`config.mk`:
```
export PLATFORM = sky130hd
export DESIGN_NAME = acb_control
export DESIGN_NICKNAME = d
export VERILOG_FILES = /design/src/rtl/acb_pkg.sv /design/src/rtl/acb_stimulator.sv /design/src/rtl/acb_control.sv
export SDC_FILE = /design/constraint.sdc
export NUM_CORES = 1
export LEC_CHECK = 0
export BUFFER_PORTS_ARGS = -buffer_cell sky130_fd_sc_hd__buf_2
export CAP_MARGIN = 40
export CORE_UTILIZATION = 35
export CTS_CLUSTER_SIZE = 16
export DETAILED_ROUTE_END_ITERATION = 8
export PLACE_DENSITY = 0.6
export SKIP_CTS_REPAIR_TIMING = 1
export SLEW_MARGIN = 20
export SYNTH_ARGS = -nofsm -noshare
export SYNTH_HDL_FRONTEND = slang
export SYNTH_SLANG_ARGS = --single-unit
```
`constraint.sdc`:
```
create_clock -name clk_sys -period 1.8 [get_ports clk_sys]
set_input_delay 0.18 -clock clk_sys [delete_from_list [all_inputs] [get_ports clk_sys]]
set_output_delay 0.18 -clock clk_sys [all_outputs]
set_load 0.02 [all_outputs]
```
`src/rtl/acb_pkg.sv`:
```
package acb_pkg;

  // Register map.
  localparam int          ADDR_W           = 16;
  localparam int          DATA_W           = 32;
  localparam logic [15:0] ANALOG_CONTROL_0 = 16'h0185;

  // Field positions inside analog_control_0.
  localparam int RC_CLOCK_POWERDOWN_BIT       = 29;
  localparam int BIAS_ENABLE_BIT              = 28;
  localparam int REFERENCE_ENABLE_BIT         = 27;
  localparam int CRYSTAL_STIMULATE_ENABLE_BIT = 21;

  // Values after reset.
  localparam logic RC_CLOCK_POWERDOWN_RST       = 1'b1;
  localparam logic BIAS_ENABLE_RST              = 1'b0;
  localparam logic REFERENCE_ENABLE_RST         = 1'b0;
  localparam logic CRYSTAL_STIMULATE_ENABLE_RST = 1'b0;

  // Stimulus timing, counted in slow RC clock edges.
  localparam int SLOW_RC_CLOCK_HZ = 32000;
  localparam int STIM_PERIOD_MS   = 1000;
  localparam int STIM_WIDTH_MS    = 1;
  localparam int STIM_PERIOD_EDGES = SLOW_RC_CLOCK_HZ / 1000 * STIM_PERIOD_MS;
  localparam int STIM_WIDTH_EDGES  = SLOW_RC_CLOCK_HZ / 1000 * STIM_WIDTH_MS;
  localparam int STIM_CNT_W        = 16;

  // Operating mode codes on the mode input.
  localparam logic [1:0] MODE_IN_METERING = 2'h0;
  localparam logic [1:0] MODE_IN_SLEEP    = 2'h1;
  localparam logic [1:0] MODE_IN_DETECT   = 2'h2;

  typedef enum logic [2:0] {
    ACB_METERING = 3'b001,
    ACB_SLEEP    = 3'b010,
    ACB_DETECT   = 3'b100
  } acb_mode_type;

endpackage : acb_pkg

```
`src/rtl/acb_stimulator.sv`:
```
`timescale 1ns/1ns
module acb_stimulator
  import acb_pkg::*;
#(
  parameter int PERIOD_EDGES = STIM_PERIOD_EDGES,
  parameter int WIDTH_EDGES  = STIM_WIDTH_EDGES
) (
  // Clock and reset.
  input  wire logic clk_sys,
  input  wire logic nrst,
  // Control.
  input  wire logic slow_rise,
  input  wire logic stim_active,
  // Stimulus.
  output logic      stim_pulse_q
);

  logic [STIM_CNT_W-1:0] cnt_q;

  ////////////////////////////////////////////////////////////////////////////
  // Counts slow clock edges over one stimulus period while active.
  always_ff @(posedge clk_sys or negedge nrst) begin
    if (!nrst) begin
      cnt_q <= '0;
    end else if (!stim_active) begin
      cnt_q <= '0;
    end else if (slow_rise) begin
      if (cnt_q == STIM_CNT_W'(PERIOD_EDGES - 1)) begin
        cnt_q <= '0;
      end else begin
        cnt_q <= cnt_q + STIM_CNT_W'(1);
      end
    end
  end

  // The pulse covers the first edges of each period.
  always_ff @(posedge clk_sys or negedge nrst) begin
    if (!nrst) begin
      stim_pulse_q <= 1'b0;
    end else begin
      stim_pulse_q <= stim_active && (cnt_q < STIM_CNT_W'(WIDTH_EDGES)); // [RQ14]
    end
  end

endmodule : acb_stimulator

```
`src/rtl/acb_control.sv`:
```
//
// Behaviour
// (RQ1) Power-down bit zero runs the RC oscillator; one powers it down.
// (RQ2) Power-down bit has no documented reset value; do not rely on it.
// (RQ3) Host enables reference and bias before clearing power-down.
// (RQ4) Sleep entry sets power-down; current-detection entry clears it.
// (RQ5) Host should keep RC oscillator powered down in full metering.
// (RQ6) Bias-enable one turns on global bias current; zero keeps it off.
// (RQ7) Bias-enable resets to zero.
// (RQ8) Reference-enable one turns on the reference; resets to zero.
// (RQ9) Host sets bias and reference before enabling ADCs or RC oscillator.
// (RQ10) Sleep entry clears bias and reference; detection entry sets both.
// (RQ11) Stimulate-enable one restarts a stopped crystal with stimulation.
// (RQ12) Stimulate-enable resets to zero.
// (RQ13) Host should set stimulate-enable in full metering mode.
// (RQ14) Stopped crystal with stimulation on: 1 ms pulse every second.
// (RQ15) Metering mode runs RC oscillator while the crystal is stopped.
// (RQ16) Mode-entry changes act in the entry cycle and override writes.
`timescale 1ns/1ns
module acb_control
  import acb_pkg::*;
#(
  parameter int PERIOD_EDGES = STIM_PERIOD_EDGES,
  parameter int WIDTH_EDGES  = STIM_WIDTH_EDGES
) (
  // Clock and reset.
  input  wire logic              clk_sys,
  input  wire logic              nrst,
  // Register port.
  input  wire logic [ADDR_W-1:0] reg_addr,
  input  wire logic [DATA_W-1:0] reg_wdata,
  input  wire logic              reg_wr,
  input  wire logic              reg_rd,
  output logic      [DATA_W-1:0] reg_rdata_q,
  // Operating mode.
  input  wire logic [1:0]        op_mode,
  // Asynchronous inputs.
  input  wire logic              slow_rc_clock,
  input  wire logic              crystal_running,
  // Analog controls.
  output logic                   rc_osc_run_q,
  output logic                   bias_on_q,
  output logic                   reference_on_q,
  output logic                   crystal_stimulus_q
);

  ////////////////////////////////////////////////////////////////////////////
  // Three-stage filter: a change counts once stages two and three agree.
  function automatic logic filt(input logic s2, input logic s3,
                                input logic lvl);
    filt = (s2 == s3) ? s2 : lvl;
  endfunction : filt

  logic [2:0]   slow_sync_q;
  logic [2:0]   xtal_sync_q;
  logic         slow_lvl_q;
  logic         xtal_lvl_q;
  logic         slow_rise;
  logic         xtal_stopped;

  always_ff @(posedge clk_sys or negedge nrst) begin
    if (!nrst) begin
      slow_sync_q <= 3'h0;
      slow_lvl_q  <= 1'b0;
    end else begin
      slow_sync_q <= {slow_sync_q[1:0], slow_rc_clock};
      slow_lvl_q  <= filt(slow_sync_q[1], slow_sync_q[2], slow_lvl_q);
    end
  end

  always_ff @(posedge clk_sys or negedge nrst) begin
    if (!nrst) begin
      xtal_sync_q <= 3'h7;
      xtal_lvl_q  <= 1'b1;
    end else begin
      xtal_sync_q <= {xtal_sync_q[1:0], crystal_running};
      xtal_lvl_q  <= filt(xtal_sync_q[1], xtal_sync_q[2], xtal_lvl_q);
    end
  end

  assign slow_rise    = !slow_lvl_q &&
                        filt(slow_sync_q[1], slow_sync_q[2], slow_lvl_q);
  assign xtal_stopped = !xtal_lvl_q;

  ////////////////////////////////////////////////////////////////////////////
  // Mode tracking and entry detection.
  acb_mode_type mode_q;
  acb_mode_type mode_d;
  logic         enter_sleep;
  logic         enter_detect;

  always_comb begin
    case (op_mode)
      MODE_IN_SLEEP:  mode_d = ACB_SLEEP;
      MODE_IN_DETECT: mode_d = ACB_DETECT;
      default:        mode_d = ACB_METERING;
    endcase
  end

  always_ff @(posedge clk_sys or negedge nrst) begin
    if (!nrst) begin
      mode_q <= ACB_METERING;
    end else begin
      mode_q <= mode_d;
    end
  end

  assign enter_sleep  = (mode_d == ACB_SLEEP) && (mode_q != ACB_SLEEP);
  assign enter_detect = (mode_d == ACB_DETECT) && (mode_q != ACB_DETECT);

  ////////////////////////////////////////////////////////////////////////////
  // Register bits.
  logic rc_pd_q;
  logic bias_en_q;
  logic ref_en_q;
  logic stim_en_q;
  logic wr_hit;

  assign wr_hit = reg_wr && (reg_addr == ANALOG_CONTROL_0);

  // Power-down bit; its reset value is a fixed choice only. [RQ2]
  always_ff @(posedge clk_sys or negedge nrst) begin
    if (!nrst) begin
      rc_pd_q <= RC_CLOCK_POWERDOWN_RST;
    end else if (enter_sleep) begin
      rc_pd_q <= 1'b1; // [RQ4] [RQ16]
    end else if (enter_detect) begin
      rc_pd_q <= 1'b0; // [RQ4] [RQ16]
    end else if (wr_hit) begin
      rc_pd_q <= reg_wdata[RC_CLOCK_POWERDOWN_BIT];
    end
  end

  always_ff @(posedge clk_sys or negedge nrst) begin
    if (!nrst) begin
      bias_en_q <= BIAS_ENABLE_RST; // [RQ7]
    end else if (enter_sleep) begin
      bias_en_q <= 1'b0; // [RQ10] [RQ16]
    end else if (enter_detect) begin
      bias_en_q <= 1'b1; // [RQ10] [RQ16]
    end else if (wr_hit) begin
      bias_en_q <= reg_wdata[BIAS_ENABLE_BIT];
    end
  end

  always_ff @(posedge clk_sys or negedge nrst) begin
    if (!nrst) begin
      ref_en_q <= REFERENCE_ENABLE_RST; // [RQ8]
    end else if (enter_sleep) begin
      ref_en_q <= 1'b0; // [RQ10] [RQ16]
    end else if (enter_detect) begin
      ref_en_q <= 1'b1; // [RQ10] [RQ16]
    end else if (wr_hit) begin
      ref_en_q <= reg_wdata[REFERENCE_ENABLE_BIT];
    end
  end

  always_ff @(posedge clk_sys or negedge nrst) begin
    if (!nrst) begin
      stim_en_q <= CRYSTAL_STIMULATE_ENABLE_RST; // [RQ12]
    end else if (wr_hit) begin
      stim_en_q <= reg_wdata[CRYSTAL_STIMULATE_ENABLE_BIT];
    end
  end

  ////////////////////////////////////////////////////////////////////////////
  // Read port: data stand one cycle after the strobe; other addresses read 0.
  always_ff @(posedge clk_sys or negedge nrst) begin
    if (!nrst) begin
      reg_rdata_q <= '0;
    end else if (reg_rd && (reg_addr == ANALOG_CONTROL_0)) begin
      reg_rdata_q <= '0;
      reg_rdata_q[RC_CLOCK_POWERDOWN_BIT]       <= rc_pd_q;
      reg_rdata_q[BIAS_ENABLE_BIT]              <= bias_en_q;
      reg_rdata_q[REFERENCE_ENABLE_BIT]         <= ref_en_q;
      reg_rdata_q[CRYSTAL_STIMULATE_ENABLE_BIT] <= stim_en_q;
    end else begin
      reg_rdata_q <= '0;
    end
  end

  ////////////////////////////////////////////////////////////////////////////
  // Analog control outputs.
  always_ff @(posedge clk_sys or negedge nrst) begin
    if (!nrst) begin
      rc_osc_run_q <= 1'b0;
    end else if ((mode_q == ACB_METERING) && xtal_stopped) begin
      rc_osc_run_q <= 1'b1; // [RQ15]
    end else begin
      rc_osc_run_q <= !rc_pd_q; // [RQ1]
    end
  end

  always_ff @(posedge clk_sys or negedge nrst) begin
    if (!nrst) begin
      bias_on_q      <= 1'b0;
      reference_on_q <= 1'b0;
    end else begin
      bias_on_q      <= bias_en_q; // [RQ6]
      reference_on_q <= ref_en_q; // [RQ8]
    end
  end

  ////////////////////////////////////////////////////////////////////////////
  // Crystal restart stimulation.
  logic stim_active;

  assign stim_active = stim_en_q && xtal_stopped; // [RQ11]

  acb_stimulator #(
    .PERIOD_EDGES (PERIOD_EDGES),
    .WIDTH_EDGES  (WIDTH_EDGES)
  ) u_stim (
    .clk_sys      (clk_sys),
    .nrst         (nrst),
    .slow_rise    (slow_rise),
    .stim_active  (stim_active),
    .stim_pulse_q (crystal_stimulus_q)
  );

endmodule : acb_control

```
# == Word-level counts from Yosys, hierarchy flattened ==
# Cells that the tools add are included.
# totals
register_bits,65
latchBits,0
ram_bits,0
romBits,0
in_bits,56
elab_cells,57
memories,0
# classes
add_sub_neg,1
n_mul,0
n_div,0
magnitude_cmp,1
n_eq_ne,12
n_shift,0
n_mux,16
n_bitwise,0
reduce_logical,12
# op_table
op,count
two-way mux 16 bit,3
two-way mux 30 bit,1
adder 16 x 1 -> 16 bit (second input constant),1
== test 16 x 15 -> 1 bit (second input constant),1
== test 16 x 9 -> 1 bit (second input constant),1
< comparator 16 x 6 -> 1 bit (second input constant),1
two-way mux 1 bit,11
logical AND 1 bit,8
case mux 3 bit (2 select lines),1
== test 3 x 1 -> 1 bit (second input constant),1
== test 3 x 2 -> 1 bit (second input constant),1
== test 3 bit (second input constant),1
logical NOT 1 bit,3
inequality test 3 x 2 -> 1 bit (second input constant),1
inequality test 3 bit (second input constant),1
nonzero test 3 bit,1
== test 1 bit,2
== test 2 x 1 -> 1 bit (second input constant),1
== test 2 bit (second input constant),1
inequality test 2 bit (second input constant),1

# == Longest topological paths before layout ==
# depth
word_depth,6
mapped_depth,6
depth_no_buf,6

# == Cells and area by module ==
# From an unflattened synthesis, not the netlist that was laid out.
# unflattened
hier_cells,189
hier_area_um2,2013.2
# modules_own_cells
mod,n_inst,cells_each,area_per_inst_um2,seq_area_each_um2
acb_control,1,94,1073.5,558.0
acb_stimulator,1,95,939.7,425.4

# == Worst setup path before layout ==
# OpenSTA, ideal clock, no wires.
# synth_timing
path_type,reg2reg
startpoint,register u_stim.cnt_q[0]
endpoint,register u_stim.cnt_q[5]
arrival_time_ns,1.382
required_ns,1.704
slack_ns,0.322
path_stages_with_launch,6
period_less_slack_ns,1.478
path_cell_list,dfrtp_1 ha_1 and3_2 nand4_2 nand3_1 o31ai_1
# synth_between
elab_chain_len,4
word_cells_on_any_way,5
classes_between,add/sub: 1; eq/ne: 1; mux: 3
# synth_rtl
element,line,text
"start, declared",acb_stimulator.sv:18,logic [STIM_CNT_W-1:0] cnt_q;
"start signal, assigned",acb_stimulator.sv:31,cnt_q <= cnt_q + STIM_CNT_W'(1);
adder 16 x 1 -> 16 bit or == test 16 x 15 -> 1 bit (tied branches),"acb_stimulator.sv:31, acb_stimulator.sv:28",
two-way mux 16 bit *,acb_stimulator.sv:28,if (cnt_q == STIM_CNT_W'(PERIOD_EDGES - 1)) begin
two-way mux 16 bit *,acb_stimulator.sv:27,end else if (slow_rise) begin
two-way mux 16 bit *,acb_stimulator.sv:25,end else if (!stim_active) begin
# Every way passes the cells marked *; elsewhere a longest branch is shown, timed or not. The select of a mux whose other input is x is not followed.
# A chain may end at the register's enable or synchronous reset.

# == Worst setup path after layout ==
# Ends and elaborated chain as after synthesis.

==> flow_summary.yaml <==
timing:
  finalSetupTns_ns: 0
  timing.final.setup_violations: 0
  tightestPinTransition_ns: 0.5814
  finalCritPeriodShare_pct: 92.58
  max_freq_ghz: 0.6001
  finalMaxSlewViolations: 0
  fin_skew_ns: 0.004546
  post-route-min-period_ns: 1.666
  hold_viol: 0
  rsz0062_at_grt: "no"
  timing.slew.headroom_pct: 60.91
global_routing:
  gr-total-overflow: 0
  grt_use_total_pct: 13.45
  antenna_found_initial: 0
  grt_max_degree: 21
  grt_pass1_wl_mm: 6.451
  grt_pass1_vias: 1429
yosys:
  synth_seq_area_share_pct: 48.10
  avgSynthCellArea_um2: 10.65
  syn-cell-area_um2: 2044
  synth_common_cells: "dfrtp_1, buf_4, nand3_1"
  async_reset_ff_share_pct: 100.0
  synth_top_flop_cell: "dfrtp_1"
  post-synth-top-count-cell: "dfrtp_1"
  synth.top_cell.area_share_pct: 40.39
  synth_area_leaders: "dfrtp_1, buf_4, dfstp_2, nand3_1, o21ai_0"
  ys_ff_latch: 39
  synth_enable_flop_cells: 0
  synth_cell_types: 46
  yosysTopAreaCell: "dfrtp_1"
  yosysWarnings: 0
  syn_inst: 192
clock_network:
  clock_latency_ns: 0.29
  cts_buffers: 5
  clock_path_buffers: 2
  cts_tree: "built"
  cts.clk_slew.worst_paths_ns: 0.08
  cts.sink_count: 39
  cts_root_buf: "clkbuf_8"
  htree_levels: 2
routing:
  drt-pass1-iter-count: 4
  drtAntennaViolNets: 0
  routedWlPerCell_um: 12.19
  vias_per_cell: 5.010
  drc: 0
  vias: 1543
  drt_first_iter_violations: 82
  drt-total-wl_mm: 3.756
worst_setup_path:
  critPathArrivalTime_ns: 1.87
  crit_path_end_kind: "flip-flop"
  critPathKind: "flip-flop to flip-flop"
  reg2regPathDepth: 5
  crit_start: "u_stim.cnt_q[0]"
  r2r_start: "u_stim.cnt_q[0]"
  setup.worst_path.end: "u_stim.cnt_q[5]"
  reg2reg_to: "u_stim.cnt_q[5]"
  critPathMaxFanout: 5
  r2r_slack_ns: 0.13
  start_kind: "flip-flop"
  cp_cell_sequence: "ha_1, and3_2, nand4_2, nand3_1, o31ai_1"
  critical-path-slowest-cell: "dfrtp_1"
  cp.required_ns: 2.00
  cpPeakStageDelay_ns: 0.42
place:
  place_inst: 297
  place_congestion: 0.7647
  portBuffers: 35
  hpwl_mm: 2.830
final_layout:
  seqCellArea_um2: 983.4
  fillers: 543
  antenna_cells: 0
  multiInputGateArea_um2: 903.4
  layout.cells.non_filler: 308
  areaGrowthSynthToFinish_pct: 15.42
  fin_nets: 294
  drive_gt1_share_pct: 26.27
min_path:
  whs_path_depth: 2
  worstHoldPathType: "input pin to flip-flop"
power_and_ir_drop:
  ir_worst_vdd_mv: 0.3772
  powerDensity_nw_per_um2: 788.4
  power.leakage_uw: 0.001075
floorplanning:
  core_area_um2: 5574
  die_w_um: 78.43
  rows: 27
  start_util_pct: 36.68
  die_h_um: 78.43
  dieArea_um2: 6151
  io-pin-count: 92
run:
  cap_viol_max_count: 0
status:
  outcome: "completed"
==> how the worst min path moves through the flow <==
stage | startpoint | end | slack (ns)
global route | op_mode[1] | mode_q[0] | 0.12
CTS | nrst | u_stim.cnt_q[12] | -0.14
global placement | nrst | u_stim.cnt_q[6] | 0.18
floorplan | nrst | bias_en_q | -0.12
finish | op_mode[1] | mode_q[0] | 0.12
detailed placement | nrst | u_stim.cnt_q[6] | 0.18
==> layer usage <==
metal	track usage, %	up-vias	part of all wire, %
met1	17.41	742	45
met4	3.519	0	0.88
met2	21.84	50	48
met5	0	-	0
met3	4.070	6	5.6
li1	-	745	-
==> cells by family after synthesis <==
group                      after synthesis  share of synthesized area (%)
AOI/OAI and AO/OA                       38                          13.77
xor gates and xnor gates                 2                         0.8569
adders and majority gates                5                          2.815
buffers and inverters                   39                          12.67
DFF                                     39                          48.10
other                                    1                         0.1834
and+or+nand+nor                         68                          21.60
==> cells in the final DEF, fill, tap and decap left out, types with 5 or more instances in the layout <==
cell | Yosys | final
nand3_1 | 16 | 16
dfrtp_1 | 33 | 33
dfstp_2 | 6 | 6
o21ai_0 | 11 | 11
a21oi_1 | 6 | 6
o31ai_1 | 5 | 5
and3_1 | 7 | 7
buf_2 | 2 | 35
nor4b_1 | 5 | 5
clkbuf_8 | 0 | 5
inv_1 | 7 | 7
conb_1 | 1 | 28
nand2_1 | 7 | 7
or3_1 | 6 | 6
==> report_power, final <==
| part | total [µW] | leakage, µW | internal [µW] | switching [µW] |
|---|---|---|---|---|
| clock network | 739 | 0.0000587 | 420 | 320 |
| registers | 940 | 0.000504 | 919 | 21.2 |
| logic | 181 | 0.000512 | 59.0 | 122 |
| total | 1860 | 0.00107 | 1400 | 463 |
==> state kept, by name, summed over array words and instances, names as in the netlist, 3 cells and up <==
register / cells
u_stim.cnt_q: 16
reg_rdata_q: 4
mode_q: 3
slow_sync_q: 3
xtal_sync_q: 3
==> cell type report <==
class                   instances  share of cell area (%)
repair buffers                 41                   10.18
clock buffers                   5                   2.916
well taps                      72                   3.818
inverters                       7                   1.113
multi-input cells             141                   38.28
clock inverters                 3                   2.015
flip-flops and latches         39                   41.68
==> metrics by stage <==
stage	util, %	cell area, µm²	power, µW	setup WS, ns	hold slack (ns)
final	42.33	2360	1861	0.1336	0.1190
after global routing	42.33	2360	1951	0.003947	0.1202
after CTS	41.80	2330	1878	0.1191	-0.1364
after detailed placement	39.71	2213	1136	0.1387	0.1766
after global placement	39.71	2213	1130	0.1402	0.1759
after floorplan	-	2146	1100	0.3219	-0.1156
==> worst max-delay path, delay by kind of cell (launching register included) <==
kind            cells  cell delay (ns)
compound gates      1             0.26
fa+ha+maj           1             0.26
flops               1             0.42
simple gates        3             0.62
Power figures use the tool's default switching activity.
